`src/logic/pmsf_regs.svh`:
```
// Register offsets, field positions and reset values of the power mode status block.
// Assumes a 12-bit byte address and 32-bit data words on the register port.
`ifndef PMSF_REGS_SVH
`define PMSF_REGS_SVH

`define PMSF_OFF_PWR_STATUS 12'h000
`define PMSF_OFF_IRQ_STATUS 12'h004
`define PMSF_OFF_IRQ_CLEAR 12'h008
`define PMSF_OFF_IRQ_ENABLE 12'h00C
`define PMSF_OFF_MODE_LIVE 12'h010

`define PMSF_BIT_SLEEP_FLAG 8
`define PMSF_BIT_EVT_ENTRY 0
`define PMSF_BIT_EVT_WAKE 1
`define PMSF_BIT_MODE_LOW 0

`define PMSF_RST_FLAG 1'b0
`define PMSF_RST_EVT 2'h0
`define PMSF_RST_DATA 32'h0000_0000

`endif

```
`src/logic/pmsf_pkg.sv`:
```
// Types shared by the power mode status block.
// Assumes the offsets and field positions come from pmsf_regs.svh.
package pmsf_pkg;

	localparam int PMSF_ADDR_W = 12;
	localparam int PMSF_DATA_W = 32;
	localparam int PMSF_EVT_N = 2;

	typedef logic [PMSF_ADDR_W-1:0] pmsf_addr_t;
	typedef logic [PMSF_DATA_W-1:0] pmsf_data_t;
	typedef logic [PMSF_EVT_N-1:0] pmsf_evt_t;

	typedef enum logic [1:0] {
		pmsf_mode_active = 2'b01,
		pmsf_mode_low = 2'b10
	} pmsf_mode_t;

endpackage

```
`src/logic/pmsf_top.sv`:
```
// Power mode status register with a sticky sleep-entered flag and an event interrupt.
// Assumes a simple register port with one-cycle strobes and read data one cycle later,
// and a level from the power mode logic that is high while the core sleeps.
//
// Operation
// - Flag bit 8 sets on sleep entry.
// - Flag reads zero while active, not entered.
// - Writing one to bit 8 clears flag unless the core still sleeps.
// - Writing zero to bit 8 changes nothing.
// - Register at offset 0x000, read and write.
`timescale 1ns/10ps
`default_nettype none

`include "pmsf_regs.svh"

module pmsf_top (
	input wire logic clk,
	input wire logic sys_rst,
	input wire logic sleep_mode_in,
	input wire pmsf_pkg::pmsf_addr_t bus_addr,
	input wire pmsf_pkg::pmsf_data_t bus_wdata,
	input wire logic bus_we,
	input wire logic bus_re,
	output var pmsf_pkg::pmsf_data_t bus_rdata,
	output var logic irq,
	output var logic sleep_entered_flag
);

	import pmsf_pkg::*;

	function automatic logic addr_hit(input pmsf_addr_t addr, input pmsf_addr_t offset);
		addr_hit = (addr == offset);
	endfunction

	logic sleep_sync;
	pmsf_mode_t mode_q;
	logic flag_q;
	logic flag_d;
	logic flag_set;
	logic flag_clr;
	pmsf_evt_t evt_set;
	pmsf_evt_t evt_clr;
	pmsf_evt_t status_q;
	pmsf_evt_t status_d;
	pmsf_evt_t enable_q;
	pmsf_evt_t enable_d;
	pmsf_data_t rdata_d;
	logic wr_pwr;
	logic wr_clear;
	logic wr_enable;

	// The sleep level comes from another part of the chip and is resynchronised first.
	pmsf_sync u_sleep_sync (
		.clk(clk),
		.sys_rst(sys_rst),
		.async_in(sleep_mode_in),
		.sync_out(sleep_sync)
	);

	assign wr_pwr = bus_we && addr_hit(bus_addr, `PMSF_OFF_PWR_STATUS);
	assign wr_clear = bus_we && addr_hit(bus_addr, `PMSF_OFF_IRQ_CLEAR);
	assign wr_enable = bus_we && addr_hit(bus_addr, `PMSF_OFF_IRQ_ENABLE);

	// Mode tracker; its transitions are the entry and wake events.
	always_ff @(posedge clk) begin
		if (sys_rst) begin
			mode_q <= pmsf_mode_active;
		end else begin
			unique case (mode_q)
				pmsf_mode_active: begin
					if (sleep_sync) begin
						mode_q <= pmsf_mode_low;
					end
				end
				pmsf_mode_low: begin
					if (!sleep_sync) begin
						mode_q <= pmsf_mode_active;
					end
				end
				// An upset into a code that is not one-hot falls back to active.
				default: begin
					mode_q <= pmsf_mode_active;
				end
			endcase
		end
	end

	assign evt_set[`PMSF_BIT_EVT_ENTRY] = (mode_q == pmsf_mode_active) && sleep_sync;
	assign evt_set[`PMSF_BIT_EVT_WAKE] = (mode_q == pmsf_mode_low) && !sleep_sync;

	// The flag is set for as long as the core is in a low-power mode.
	assign flag_set = sleep_sync;
	// Only bit 8 of a write matters; the reserved bits are ignored.
	assign flag_clr = wr_pwr && bus_wdata[`PMSF_BIT_SLEEP_FLAG];

	// A set in the same cycle as a clear wins, so an entry is never lost.
	always_comb begin
		flag_d = flag_q;
		if (flag_set) begin
			flag_d = 1'b1;
		end else if (flag_clr) begin
			flag_d = 1'b0;
		end
	end

	always_ff @(posedge clk) begin
		if (sys_rst) begin
			flag_q <= `PMSF_RST_FLAG;
		end else begin
			flag_q <= flag_d;
		end
	end

	always_ff @(posedge clk) begin
		if (sys_rst) begin
			sleep_entered_flag <= `PMSF_RST_FLAG;
		end else begin
			sleep_entered_flag <= flag_d;
		end
	end

	// Sticky event bits, each cleared by writing one to its position.
	generate
		for (genvar i = 0; i < PMSF_EVT_N; i++) begin : g_evt
			assign evt_clr[i] = wr_clear && bus_wdata[i];
			assign status_d[i] = evt_set[i] | (status_q[i] & ~evt_clr[i]);
		end
	endgenerate

	always_ff @(posedge clk) begin
		if (sys_rst) begin
			status_q <= `PMSF_RST_EVT;
		end else begin
			status_q <= status_d;
		end
	end

	assign enable_d = wr_enable ? bus_wdata[PMSF_EVT_N-1:0] : enable_q;

	always_ff @(posedge clk) begin
		if (sys_rst) begin
			enable_q <= `PMSF_RST_EVT;
		end else begin
			enable_q <= enable_d;
		end
	end

	// Built from next values so the output tracks the status bits without lag.
	always_ff @(posedge clk) begin
		if (sys_rst) begin
			irq <= 1'b0;
		end else begin
			irq <= |(status_d & enable_d);
		end
	end

	// Read mux; reserved bits and unmapped addresses read as zero.
	always_comb begin
		rdata_d = `PMSF_RST_DATA;
		if (bus_re) begin
			if (addr_hit(bus_addr, `PMSF_OFF_PWR_STATUS)) begin
				rdata_d[`PMSF_BIT_SLEEP_FLAG] = flag_q;
			end else if (addr_hit(bus_addr, `PMSF_OFF_IRQ_STATUS)) begin
				rdata_d[PMSF_EVT_N-1:0] = status_q;
			end else if (addr_hit(bus_addr, `PMSF_OFF_IRQ_ENABLE)) begin
				rdata_d[PMSF_EVT_N-1:0] = enable_q;
			end else if (addr_hit(bus_addr, `PMSF_OFF_MODE_LIVE)) begin
				rdata_d[`PMSF_BIT_MODE_LOW] = (mode_q == pmsf_mode_low);
			end
		end
	end

	// Read data stand for one cycle only, then fall back to zero.
	always_ff @(posedge clk) begin
		if (sys_rst) begin
			bus_rdata <= `PMSF_RST_DATA;
		end else begin
			bus_rdata <= rdata_d;
		end
	end

	a_flag_sets: assert property (
		@(posedge clk) disable iff (sys_rst)
		sleep_sync |=> flag_q && sleep_entered_flag)
		else $error("flag not set while core sleeps");

	a_flag_reads_zero: assert property (
		@(posedge clk) disable iff (sys_rst)
		(bus_re && bus_addr == `PMSF_OFF_PWR_STATUS && !flag_q)
		|=> !bus_rdata[`PMSF_BIT_SLEEP_FLAG])
		else $error("flag read as one while clear");

	a_flag_clears: assert property (
		@(posedge clk) disable iff (sys_rst)
		(bus_we && bus_addr == `PMSF_OFF_PWR_STATUS && bus_wdata[`PMSF_BIT_SLEEP_FLAG] && !sleep_sync)
		|=> !flag_q && !sleep_entered_flag)
		else $error("write of one did not clear flag");

	a_flag_zero_write: assert property (
		@(posedge clk) disable iff (sys_rst)
		(bus_we && bus_addr == `PMSF_OFF_PWR_STATUS && !bus_wdata[`PMSF_BIT_SLEEP_FLAG])
		|=> flag_q == $past(flag_q) || $past(sleep_sync))
		else $error("write of zero changed flag");

	a_flag_read_map: assert property (
		@(posedge clk) disable iff (sys_rst)
		(bus_re && bus_addr == `PMSF_OFF_PWR_STATUS)
		|=> bus_rdata == {23'h000000, $past(flag_q), 8'h00})
		else $error("power status read data wrong");

	a_flag_holds_wake: assert property (
		@(posedge clk) disable iff (sys_rst)
		($fell(sleep_sync) && !flag_clr) |=> flag_q)
		else $error("flag dropped on wake");

	a_entry_event: assert property (
		@(posedge clk) disable iff (sys_rst)
		$rose(sleep_sync) |=> status_q[`PMSF_BIT_EVT_ENTRY] && mode_q == pmsf_mode_low)
		else $error("entry event not recorded");

	a_irq_level: assert property (
		@(posedge clk) disable iff (sys_rst)
		((status_q & enable_q) != 2'h0) |-> irq)
		else $error("interrupt low with enabled status set");

	a_irq_quiet: assert property (
		@(posedge clk) disable iff (sys_rst)
		((status_q & enable_q) == 2'h0) |-> !irq)
		else $error("interrupt high with no enabled status");

	a_rdata_idle: assert property (
		@(posedge clk) disable iff (sys_rst)
		!bus_re |=> bus_rdata == 32'h0000_0000)
		else $error("read data not zero outside a read");

	a_reserved_zero: assert property (
		@(posedge clk) disable iff (sys_rst)
		(bus_re && bus_addr == `PMSF_OFF_PWR_STATUS)
		|=> (bus_rdata & 32'hFFFF_FEFF) == 32'h0000_0000)
		else $error("reserved power status bits read as one");

	a_flag_stays_clear: assert property (
		@(posedge clk) disable iff (sys_rst)
		(!flag_q && !sleep_sync) |=> !flag_q)
		else $error("flag set without sleep");

	a_flag_copy: assert property (
		@(posedge clk) disable iff (sys_rst)
		1'b1 |-> sleep_entered_flag == flag_q)
		else $error("flag output differs from register bit");

	a_wake_event: assert property (
		@(posedge clk) disable iff (sys_rst)
		$fell(sleep_sync) |=> status_q[`PMSF_BIT_EVT_WAKE] && mode_q == pmsf_mode_active)
		else $error("wake event not recorded");

	a_evt_clear: assert property (
		@(posedge clk) disable iff (sys_rst)
		(wr_clear && bus_wdata[`PMSF_BIT_EVT_ENTRY] && !evt_set[`PMSF_BIT_EVT_ENTRY])
		|=> !status_q[`PMSF_BIT_EVT_ENTRY])
		else $error("entry event not cleared");

	a_evt_sticky: assert property (
		@(posedge clk) disable iff (sys_rst)
		(status_q[`PMSF_BIT_EVT_ENTRY] && !(wr_clear && bus_wdata[`PMSF_BIT_EVT_ENTRY]))
		|=> status_q[`PMSF_BIT_EVT_ENTRY])
		else $error("entry event dropped without clear");

	a_enable_write: assert property (
		@(posedge clk) disable iff (sys_rst)
		wr_enable |=> enable_q == $past(enable_d))
		else $error("enable write not taken");

	a_enable_hold: assert property (
		@(posedge clk) disable iff (sys_rst)
		!wr_enable |=> $stable(enable_q))
		else $error("enable changed without write");

	a_mode_live: assert property (
		@(posedge clk) disable iff (sys_rst)
		(bus_re && bus_addr == `PMSF_OFF_MODE_LIVE)
		|=> bus_rdata[`PMSF_BIT_MODE_LOW] == ($past(mode_q) == pmsf_mode_low))
		else $error("live mode read wrong");

	a_unmapped_read: assert property (
		@(posedge clk) disable iff (sys_rst)
		(bus_re && bus_addr > `PMSF_OFF_MODE_LIVE) |=> bus_rdata == 32'h0000_0000)
		else $error("unmapped read not zero");

endmodule

`default_nettype wire

```
`src/logic/pmsf_sync.sv`:
```
// Two-stage synchroniser for a level arriving from outside the clock domain.
// Assumes the input changes slowly compared with the clock.
`timescale 1ns/10ps
`default_nettype none

module pmsf_sync (
	input wire logic clk,
	input wire logic sys_rst,
	input wire logic async_in,
	output var logic sync_out
);

	logic meta_q;

	// The first stage is read only by the second stage.
	always_ff @(posedge clk) begin
		if (sys_rst) begin
			meta_q <= 1'b0;
			sync_out <= 1'b0;
		end else begin
			meta_q <= async_in;
			sync_out <= meta_q;
		end
	end

endmodule

`default_nettype wire

```
`config.mk`:
```
export PLATFORM = sky130hd
export DESIGN_NAME = pmsf_top
export DESIGN_NICKNAME = d
export VERILOG_FILES = /design/src/logic/pmsf_pkg.sv /design/src/logic/pmsf_top.sv /design/src/logic/pmsf_sync.sv
export VERILOG_INCLUDE_DIRS = /design/src /design/src/logic
export SDC_FILE = /design/constraint.sdc
export NUM_CORES = 1
export LEC_CHECK = 0
export BUFFER_PORTS_ARGS = -buffer_cell sky130_fd_sc_hd__buf_4
export CORE_MARGIN = 4
export CORE_UTILIZATION = 37
export DETAILED_ROUTE_END_ITERATION = 10
export PLACE_DENSITY_LB_ADDON = 0.15
export SKIP_LAST_GASP = 1
export SYNTH_ARGS = -nofsm -noshare
export SYNTH_HDL_FRONTEND = slang
export SYNTH_SLANG_ARGS = --single-unit
```
`constraint.sdc`:
```
create_clock -name clk -period 3.8 [get_ports clk]
set_clock_uncertainty 0.2 [all_clocks]
set_input_delay 0.19 -clock clk [delete_from_list [all_inputs] [get_ports clk]]
set_output_delay 0.19 -clock clk [all_outputs]
set_load 0.01 [all_outputs]
```
==> results, run 1 <==
- Global routing used 10.4% of the available tracks across all layers.
- The effective utilization at floorplan is 39.9%.
- The top cell type's share of synthesized area is 32.6%.
- VDD sags by at most 167 uV.
- STA classifies the critical path endpoint as a flip-flop.
- The worst register-to-register path has a setup slack of 2.55 ns.
- In the routed design, unresolved DRC markers number 0.
- Dividing the detail-routed wire length by the instance count gives 10.6 um.
- The total half-perimeter wirelength after legalization and detailed placement is 1.28 mm.
- Setup repair after global routing left no endpoint under its margin.
- The tree is rooted in a sky130_fd_sc_hd__clkbuf_4.
- The period utilization is 43.3%.
- Counting flops with a built-in enable in the synthesized netlist gives 0.
- Ranked by instance count, the synthesized netlist is headed by sky130_fd_sc_hd__buf_4 (29), sky130_fd_sc_hd__dfxtp_1 (13), sky130_fd_sc_hd__nor2_1 (7).
- For the finished layout, the period the worst path requires is 1.65 ns.
- In this run, distinct cell masters in the synthesized netlist total 29.
- Net switching is 26.4% of the power.
- The min-delay analysis places its worst path in the category input pin to flip-flop.
- The most used flip-flop cell after synthesis is sky130_fd_sc_hd__dfxtp_1.
- After detailed routing, the total wire length is 1.60 mm.
- In this run, the number of DRC markers left after iteration 0 of detailed routing was 7.
- Setup slack on the critical path of the routed design comes to 2.15 ns.
- The clock reaches the later pin of the worst-skew pair after 0.27 ns.
- The area growth from synthesis to layout is 23.5%.
- The via count of the first global-routing pass is 532.
- The async set-or-reset flop fraction in the synthesized netlist is 0%.
- After clock tree synthesis, the clock-pin slew on the worst setup and hold paths is 0.08 ns.
- The worst setup path is launched from an input pin.
- Cells with a size suffix above 1 make up 25.8% of the layout.
- The post-synth design cell area is 798 sq um.
- Final hold analysis gives a worst-case slack of 0.00786 ns.
- The beginning of the worst register-to-register path is mode_q[0].
- No sink is reached through more buffers than the 2 on the longest clock path.
- The total overflow left after global routing is 0.
- Port buffering added 24 buffers.
- Setup violations remaining at the end of the flow were counted as 0.
- Using the TritonRoute via totals, the vias-per-cell ratio works out to 4.21.
- Of the total power, registers draw 51.2%.
- The sum of negative setup slack is 0 ns.
- Combinational logic is responsible for 18.2% of the overall power.
- The max capacitance violation total is 0.
- The number of detailed-routing iterations run before antenna repair is 4.
- The startpoint identified for the worst hold timing path is bus_addr[8].
- The floorplan die width is 54.5 um.
- The worst setup path is of the input pin to flip-flop kind.
- The final number of hold-violating endpoints is 0.
- The internal power summed over all cells is 203 uW.
- The Yosys step of the flow raised 0 warnings.
- Cells fill 49.3% of the core in the end.
- Prior to clock tree synthesis, the placed netlist has a worst setup slack of 2.05 ns.
- In this run the post-CTS setup repair buffer count came out at 0.
- 83 I/O pins were placed.
- Synthesis produced a netlist whose cell count is 91.
- Once placement finished, the instance area stood at 900 sq um.
- For the worst flop-to-flop path, the logic depth is 4.
- The worst register-to-register path ends at irq.
- The data required time at the worst endpoint is 3.81 ns.
- The average instance area after synthesis is 8.77 sq um.
- The last weighted congestion value of the routability-driven placer is 0.829.
- Data on the critical path arrives at its endpoint at 1.66 ns.
- The clock buffer count from CTS is 3.
- The path with the worst hold slack has its endpoint at bus_rdata[0].
- Clock tree synthesis found a total of 13 sinks.
- Entering global routing, the biggest net connects 8 pins.
- The core region is 2000 sq um.
- The first global-routing pass estimated 2.19 mm of wire.
- The die height is 54.5 um.
- In this run the worst path has a maximum fanout of 6.
- The sequential share of the synthesized area is 32.6%.
- For this design the ratio of total power to cell area is 279 nW/um^2.
- By area the synthesized netlist is led by sky130_fd_sc_hd__dfxtp_1 (33%), sky130_fd_sc_hd__buf_4 (27%), sky130_fd_sc_hd__mux2i_1 (3.8%).
- The analysis attributes to cell leakage a power of 0.488 nW.
- The library cell occupying the most area in the post-synthesis netlist is sky130_fd_sc_hd__dfxtp_1.
- The TritonCTS clock tree is yes.
- In this run the number of H-tree levels came out at 1.
- The number of antenna diodes in the final layout is 0.
- The finished cells cover 986 sq um.
- Counting instances, the worst hold path has a depth of 3.
- The net load switching power is 72.5 uW.
- The flow ran to the end, and the final reports show no timing, DRC or antenna violations.
- The die area is 2960 sq um.
- sky130_fd_sc_hd__buf_4 is the most common cell in the netlist.
- The count of final max-slew check failures is 0.
- In the final design database the tool counted 174 nets.
- The total number of vias is 636.
- The clock network fraction of design power is 30.6%.
- The number of synthesized register bits is 13.
- The top achievable clock speed is 0.607 GHz.
- The floorplan has 16 rows.
- The number of antenna violations at the first check in global routing is 0.
- The count of nets left with antenna violations once routing finished came out at 0.
==> final cells by class <==
class | instances | area, sq um
Fill cell | 203 | 1020
Sequential cell | 13 | 260
Timing Repair Buffer | 30 | 240
Tap cell | 27 | 33.8
Inverter | 5 | 18.8
Multi-Input combinational cell | 72 | 407
Clock buffer | 4 | 26.3
==> power groups by stage <==
stage                     clock (mW)  sequential (mW)  combinational (mW)
after floorplan                    0            0.144              0.0445
after global placement             0            0.144              0.0435
after detailed placement           0            0.144              0.0442
after CTS                     0.0872            0.141              0.0494
after global routing          0.0942            0.141              0.0558
final                         0.0842            0.141              0.0501
==> critical path, stage by stage <==
cell	delay (ns)
sky130_fd_sc_hd__dlygate4sd3_1	0.54
sky130_fd_sc_hd__buf_4	0.16
sky130_fd_sc_hd__inv_1	0.13
sky130_fd_sc_hd__nand4b_2	0.13
sky130_fd_sc_hd__or3_4	0.36
sky130_fd_sc_hd__nor3b_2	0.14
==> cell families (layout without fill, tap and decap cells) <==
group	Yosys count	count (layout)	synth area share, %
xor gates and xnor gates	1	1	1.10
DFF	13	13	32.6
muxes	3	3	3.76
AOI/OAI and AO/OA	8	8	6.74
and+or+nand+nor	31	31	25.7
buffers and inverters	34	39	29.6
other	1	29	0.470
==> cells in the final DEF (no fill, tap or decap), types with 2 or more instances in the layout <==
master	count
sky130_fd_sc_hd__nor2b_1	3
sky130_fd_sc_hd__mux2i_1	3
sky130_fd_sc_hd__nor2_1	7
sky130_fd_sc_hd__nand2b_1	2
sky130_fd_sc_hd__o21ai_0	3
sky130_fd_sc_hd__dfxtp_1	13
sky130_fd_sc_hd__clkbuf_4	3
sky130_fd_sc_hd__nand2_1	5
sky130_fd_sc_hd__buf_4	24
sky130_fd_sc_hd__inv_1	5
sky130_fd_sc_hd__dlygate4sd3_1	6
sky130_fd_sc_hd__conb_1	29
sky130_fd_sc_hd__nand4_1	2
==> per-layer routing <==
metal	routed length, um	track usage, %
met1	661	13.1
met2	672	15.7
met3	260	3.54
met4	0	4.98
met5	0	0
==> worst max path at each step <==
| stage | startpoint | endpoint |
|---|---|---|
| floorplan | bus_addr[11] | bus_rdata[1] |
| global placement | bus_addr[7] | irq |
| detailed placement | bus_addr[7] | irq |
| CTS | bus_addr[2] | irq |
| global route | sys_rst | bus_rdata[1] |
| finish | sys_rst | bus_rdata[1] |
==> through the flow <==
| stage | power [mW] | std cells |
|---|---|---|
| 6_report | 0.275 | 151 |
| 5_1_grt | 0.291 | 151 |
| 4_1_cts | 0.277 | 151 |
| 3_5_place_dp | 0.188 | 141 |
| 3_3_place_gp | 0.187 | 141 |
| 2_1_floorplan | 0.188 | 119 |
==> state kept, by name, indices dropped and copies added (netlist names) <==
signal	flops
irq	1
status_q	2
mode_q	2
sleep_entered_flag	1
u_sleep_sync.sync_out	1
enable_q	2
u_sleep_sync.meta_q	1
bus_rdata	3
==> timing repair <==
action | 4_1_cts | 5_1_grt
endpoints found under the setup margin | 0 | 0
hold buffers | 6 | 0
endpoints found under the hold margin | 7 | 0
gates resized for setup | 0 | 0
(Power assumes the default switching activity.)
==> inputs of run 2 (changes only) <==
- ABC_AREA: not set -> 1
- CORE_ASPECT_RATIO: not set -> 0.6
- CORE_UTILIZATION: 37 -> 36
- clock period: 3.8 -> 1.7 ns (I/O delays scaled with it)
==> run 2 against run 1 <==
Die area is 10% higher. Flip-flop and latch count did not move. Critical path type unchanged. Synthesized cell count rose by 34%. First-iteration DRC count rose to 2.6 times the previous value. Global-route usage grew 0.43 points. Wire length rose by 5.0%. Hold slack lost 0.0034 ns. Non-clock buffer count up 4. Sequential power up 120%. Count of clock-buffer cells in the layout unchanged. Total power grew to 2.6 times the previous value. Area after synthesis grew 7.8%.
==> results, run 2 <==
- The run finished with clean final reports.
- After the first detailed-routing iteration, the DRC count stood at 18.
- The count of cells along the worst register-to-register path is 6.
- Based on the critical path, the design can be clocked at up to 0.617 GHz.
- The largest total area in the synthesized netlist belongs to sky130_fd_sc_hd__dfxtp_1.
- The maximum number of pins on one net before global-route repair is 9.
- Of the available clock period, the critical path in the final layout requires 95.4%.
- Max-cap violations in this run came to 0.
- The total design power is 702 uW.
- The startpoint-to-endpoint class of the critical path is input pin to flip-flop.
- The global-route wire length before repair is 2.63 mm.
- The instance area at placement is 966 sq um.
- Setup total negative slack on the finished layout was measured at 0 ns.
- The average wire per standard cell is 8.86 um.
- Port buffering added 24 buffers.
- The number of cells produced by synthesis is 122.
- The number of flip-flops in the largest register is 3.
- The number of antenna violations at the first check in global routing came to 0.
- Averaged over all synthesized cells, the footprint is 7.06 sq um.
- The library cell used most frequently in the layout, excluding fill and tap cells, is sky130_fd_sc_hd__conb_1.
- The final number of hold-violating endpoints is 0.
- The Yosys step of the flow raised 0 warnings.
- Across all hold checks on the routed design, the worst slack comes to 0.00450 ns.
- The total global-route track usage is 10.8%.
- Sorting the synthesized cells by how often they occur yields sky130_fd_sc_hd__buf_4 (29), sky130_fd_sc_hd__nand2_1 (22), sky130_fd_sc_hd__inv_1 (15), sky130_fd_sc_hd__nor2_1 (15), sky130_fd_sc_hd__dfxtp_1 (13).
- Measured along the y axis, the die boundary spans 45.9 um.
- After the last flow step, the layout net total stands at 209.
- The via density per instance is 3.94.
- The routed design could run at a clock period as short as 1.62 ns.
- The share of cells above drive strength 1 is 23.3%.
- The cell leakage power is 0.583 nW.
- The summed area of non-filler cells in the final layout is 1110 sq um.
- At the end of routability-driven placement, the weighted congestion stood at 0.719.
- In this run the number of H-tree levels came out at 1.
- The top cell type's share of synthesized area is 30.2%.
- The register containing the most flip-flops in the final layout is bus_rdata.
- Measured on the finished design, the core utilization comes to 50.2%.
- The number of core rows is 13.
- The total core area is 2210 sq um.
- In this run the count of I/O pins placed on the die edge is 83.
- The die is 71.1 um wide.
- The data required time at the worst endpoint is 1.68 ns.
- The buffer count from post-CTS setup fixing is 0.
- The number of buffers on the longest clock path is 2.
- For flop-to-flop paths, the worst setup slack is 0.22 ns.
- Counting distinct cell types in the post-synthesis netlist gives 20.
- The worst hold path begins at bus_addr[0].
- Once the clock tree was built, the resizer swapped 0 gates to a different size.
- The number of detailed-routing iterations run before antenna repair is 4.
- Setup violations remaining at the end of the flow were counted as 0.
- The async set-or-reset flop fraction in the synthesized netlist is 0%.
- Setup repair after global routing left no endpoint under its margin.
- For this design the ratio of total power to cell area is 631 nW/um^2.
- The endpoint identified for the worst register-to-register timing path is status_q[1].
- In the layout the commonest cells are sky130_fd_sc_hd__conb_1 (29), sky130_fd_sc_hd__buf_4 (24), sky130_fd_sc_hd__nand2_1 (22).
- For this design, the sink count on the clock tree is 13.
- Yosys mapped a number of flops with a built-in enable equal to 0.
- Sequential elements use 30.2% of the synthesized area.
- TritonCTS built the clock tree.
- The root buffer cell chosen for the clock tree is sky130_fd_sc_hd__clkbuf_8.
- The post-cts hold buffer count is 10.
- STA puts the critical path data arrival time at 1.61 ns.
- The remaining number of nets flagged by the antenna check after routing is 0.
- The area growth from synthesis to layout is 29.1%.
- After detailed routing, the total wire length is 1.68 mm.
- For hold timing, the worst endpoint is bus_rdata[1].
- The count of inserted antenna diode cells is 0.
- The count of final max-slew check failures was 0.
- The number of synthesized register bits is 13.
- Sorting the synthesized cells by area gives the leading types as sky130_fd_sc_hd__dfxtp_1 (30%), sky130_fd_sc_hd__buf_4 (25%), sky130_fd_sc_hd__nand2_1 (9.6%).
- The highest fanout seen on the critical path is 7.
- The via count of the first global-routing pass was 604.
- The critical path starts at sys_rst.
- The total half-perimeter wirelength after legalization and detailed placement is 1.43 mm.
- The post-synth design cell area is 861 sq um.
- IR analysis of the VDD net gives a maximum drop of 380 uV.
- In the routed design, unresolved DRC markers number 0.
- The total number of vias is 745.
- The die area is 3260 sq um.
- The total overflow left after global routing is 0.
- The clock latency of the later-clocked register in the worst-skew pair is 0.24 ns.
- Counting instances, the worst hold path has a depth of 6.
- After clock tree synthesis, the clock-pin slew on the worst setup and hold paths is 0.05 ns.
- The most common cell in the synthesized netlist is sky130_fd_sc_hd__buf_4.
- STA classifies the critical path startpoint as an input pin.
- In this run, CTS created clock tree buffers numbering 3.
- The endpoint class of the critical path is a flip-flop.
- The initial utilization of the core area, before any placement, comes to 38.9%.
- The beginning of the worst register-to-register path is mode_q[0].
- The worst hold-check path type is input pin to flip-flop.
- The most used flip-flop cell after synthesis is sky130_fd_sc_hd__dfxtp_1.
run 2: cell types whose count changed in the layout (fill, tap and decap cells not counted), moves of 3 or more:
cell                            previous run  this run
sky130_fd_sc_hd__nand2_1                   5        22
sky130_fd_sc_hd__inv_1                     5        15
sky130_fd_sc_hd__nand3_1                   0         6
sky130_fd_sc_hd__nand2_2                   0         3
sky130_fd_sc_hd__nor2_4                    0         3
sky130_fd_sc_hd__dlygate4sd3_1             6        10
sky130_fd_sc_hd__clkbuf_4                  3         0
sky130_fd_sc_hd__nor2b_1                   3         0
sky130_fd_sc_hd__mux2i_1                   3         0
sky130_fd_sc_hd__clkbuf_8                  0         3
sky130_fd_sc_hd__nor2_1                    7        15
run 2: layout make-up:
| cell class | instances | area (sq um) |
|---|---|---|
| Multi-Input combinational cell | 93 | 432 |
| Tap cell | 30 | 37.5 |
| Fill cell | 234 | 1100 |
| Clock buffer | 4 | 45.0 |
| Sequential cell | 13 | 260 |
| Timing Repair Buffer | 34 | 280 |
| Inverter | 15 | 56.3 |
run 2: cells by family (layout without fill, tap and decap cells):
group           Yosys count  in the layout  synth area share (%)
buf+inv                  44             53                  31.8
flops                    13             13                  30.2
simple gates             58             58                  32.8
other cells               1             29                 0.436
compound gates            6              6                  4.65
run 2: layer usage:
metal / track usage, % / vias up / part of all wire (%)
li1: - / 392 / -
met1: 12.5 / 322 / 43
met2: 18.0 / 29 / 46
met3: 5.29 / 2 / 10
met4: 3.37 / 0 / 0.54
met5: 0 / - / 0
run 2: worst max-delay path, stage by stage:
cell                            delay [ns]
sky130_fd_sc_hd__dlygate4sd3_1        0.53
sky130_fd_sc_hd__buf_4                0.16
sky130_fd_sc_hd__nor2_1               0.14
sky130_fd_sc_hd__nand2_1              0.06
sky130_fd_sc_hd__nor2_1               0.09
sky130_fd_sc_hd__dlygate4sd3_1        0.54
run 2: how the worst max path moves through the flow:
| stage | end | slack, ns | cells past startpoint |
|---|---|---|---|
| floorplan | bus_rdata[0] | 0.64 | 7 |
| global placement | irq | 0.42 | 9 |
| detailed placement | irq | 0.42 | 9 |
| CTS | bus_rdata[8] | 0.08 | 6 |
| global route | bus_rdata[8] | 0.004 | 6 |
| finish | bus_rdata[8] | 0.08 | 6 |
run 2: metrics by stage:
stage | setup slack, ns | std cells
floorplan | 0.639 | 150
global placement | 0.422 | 175
detailed placement | 0.419 | 175
CTS | 0.0833 | 189
global route | 0.00428 | 189
finish | 0.0784 | 189
run 2: report_power, final:
group | internal, mW | switching, mW
clock | 0.165 | 0.104
sequential | 0.311 | 0.00322
combinational | 0.0506 | 0.0667
total | 0.527 | 0.174
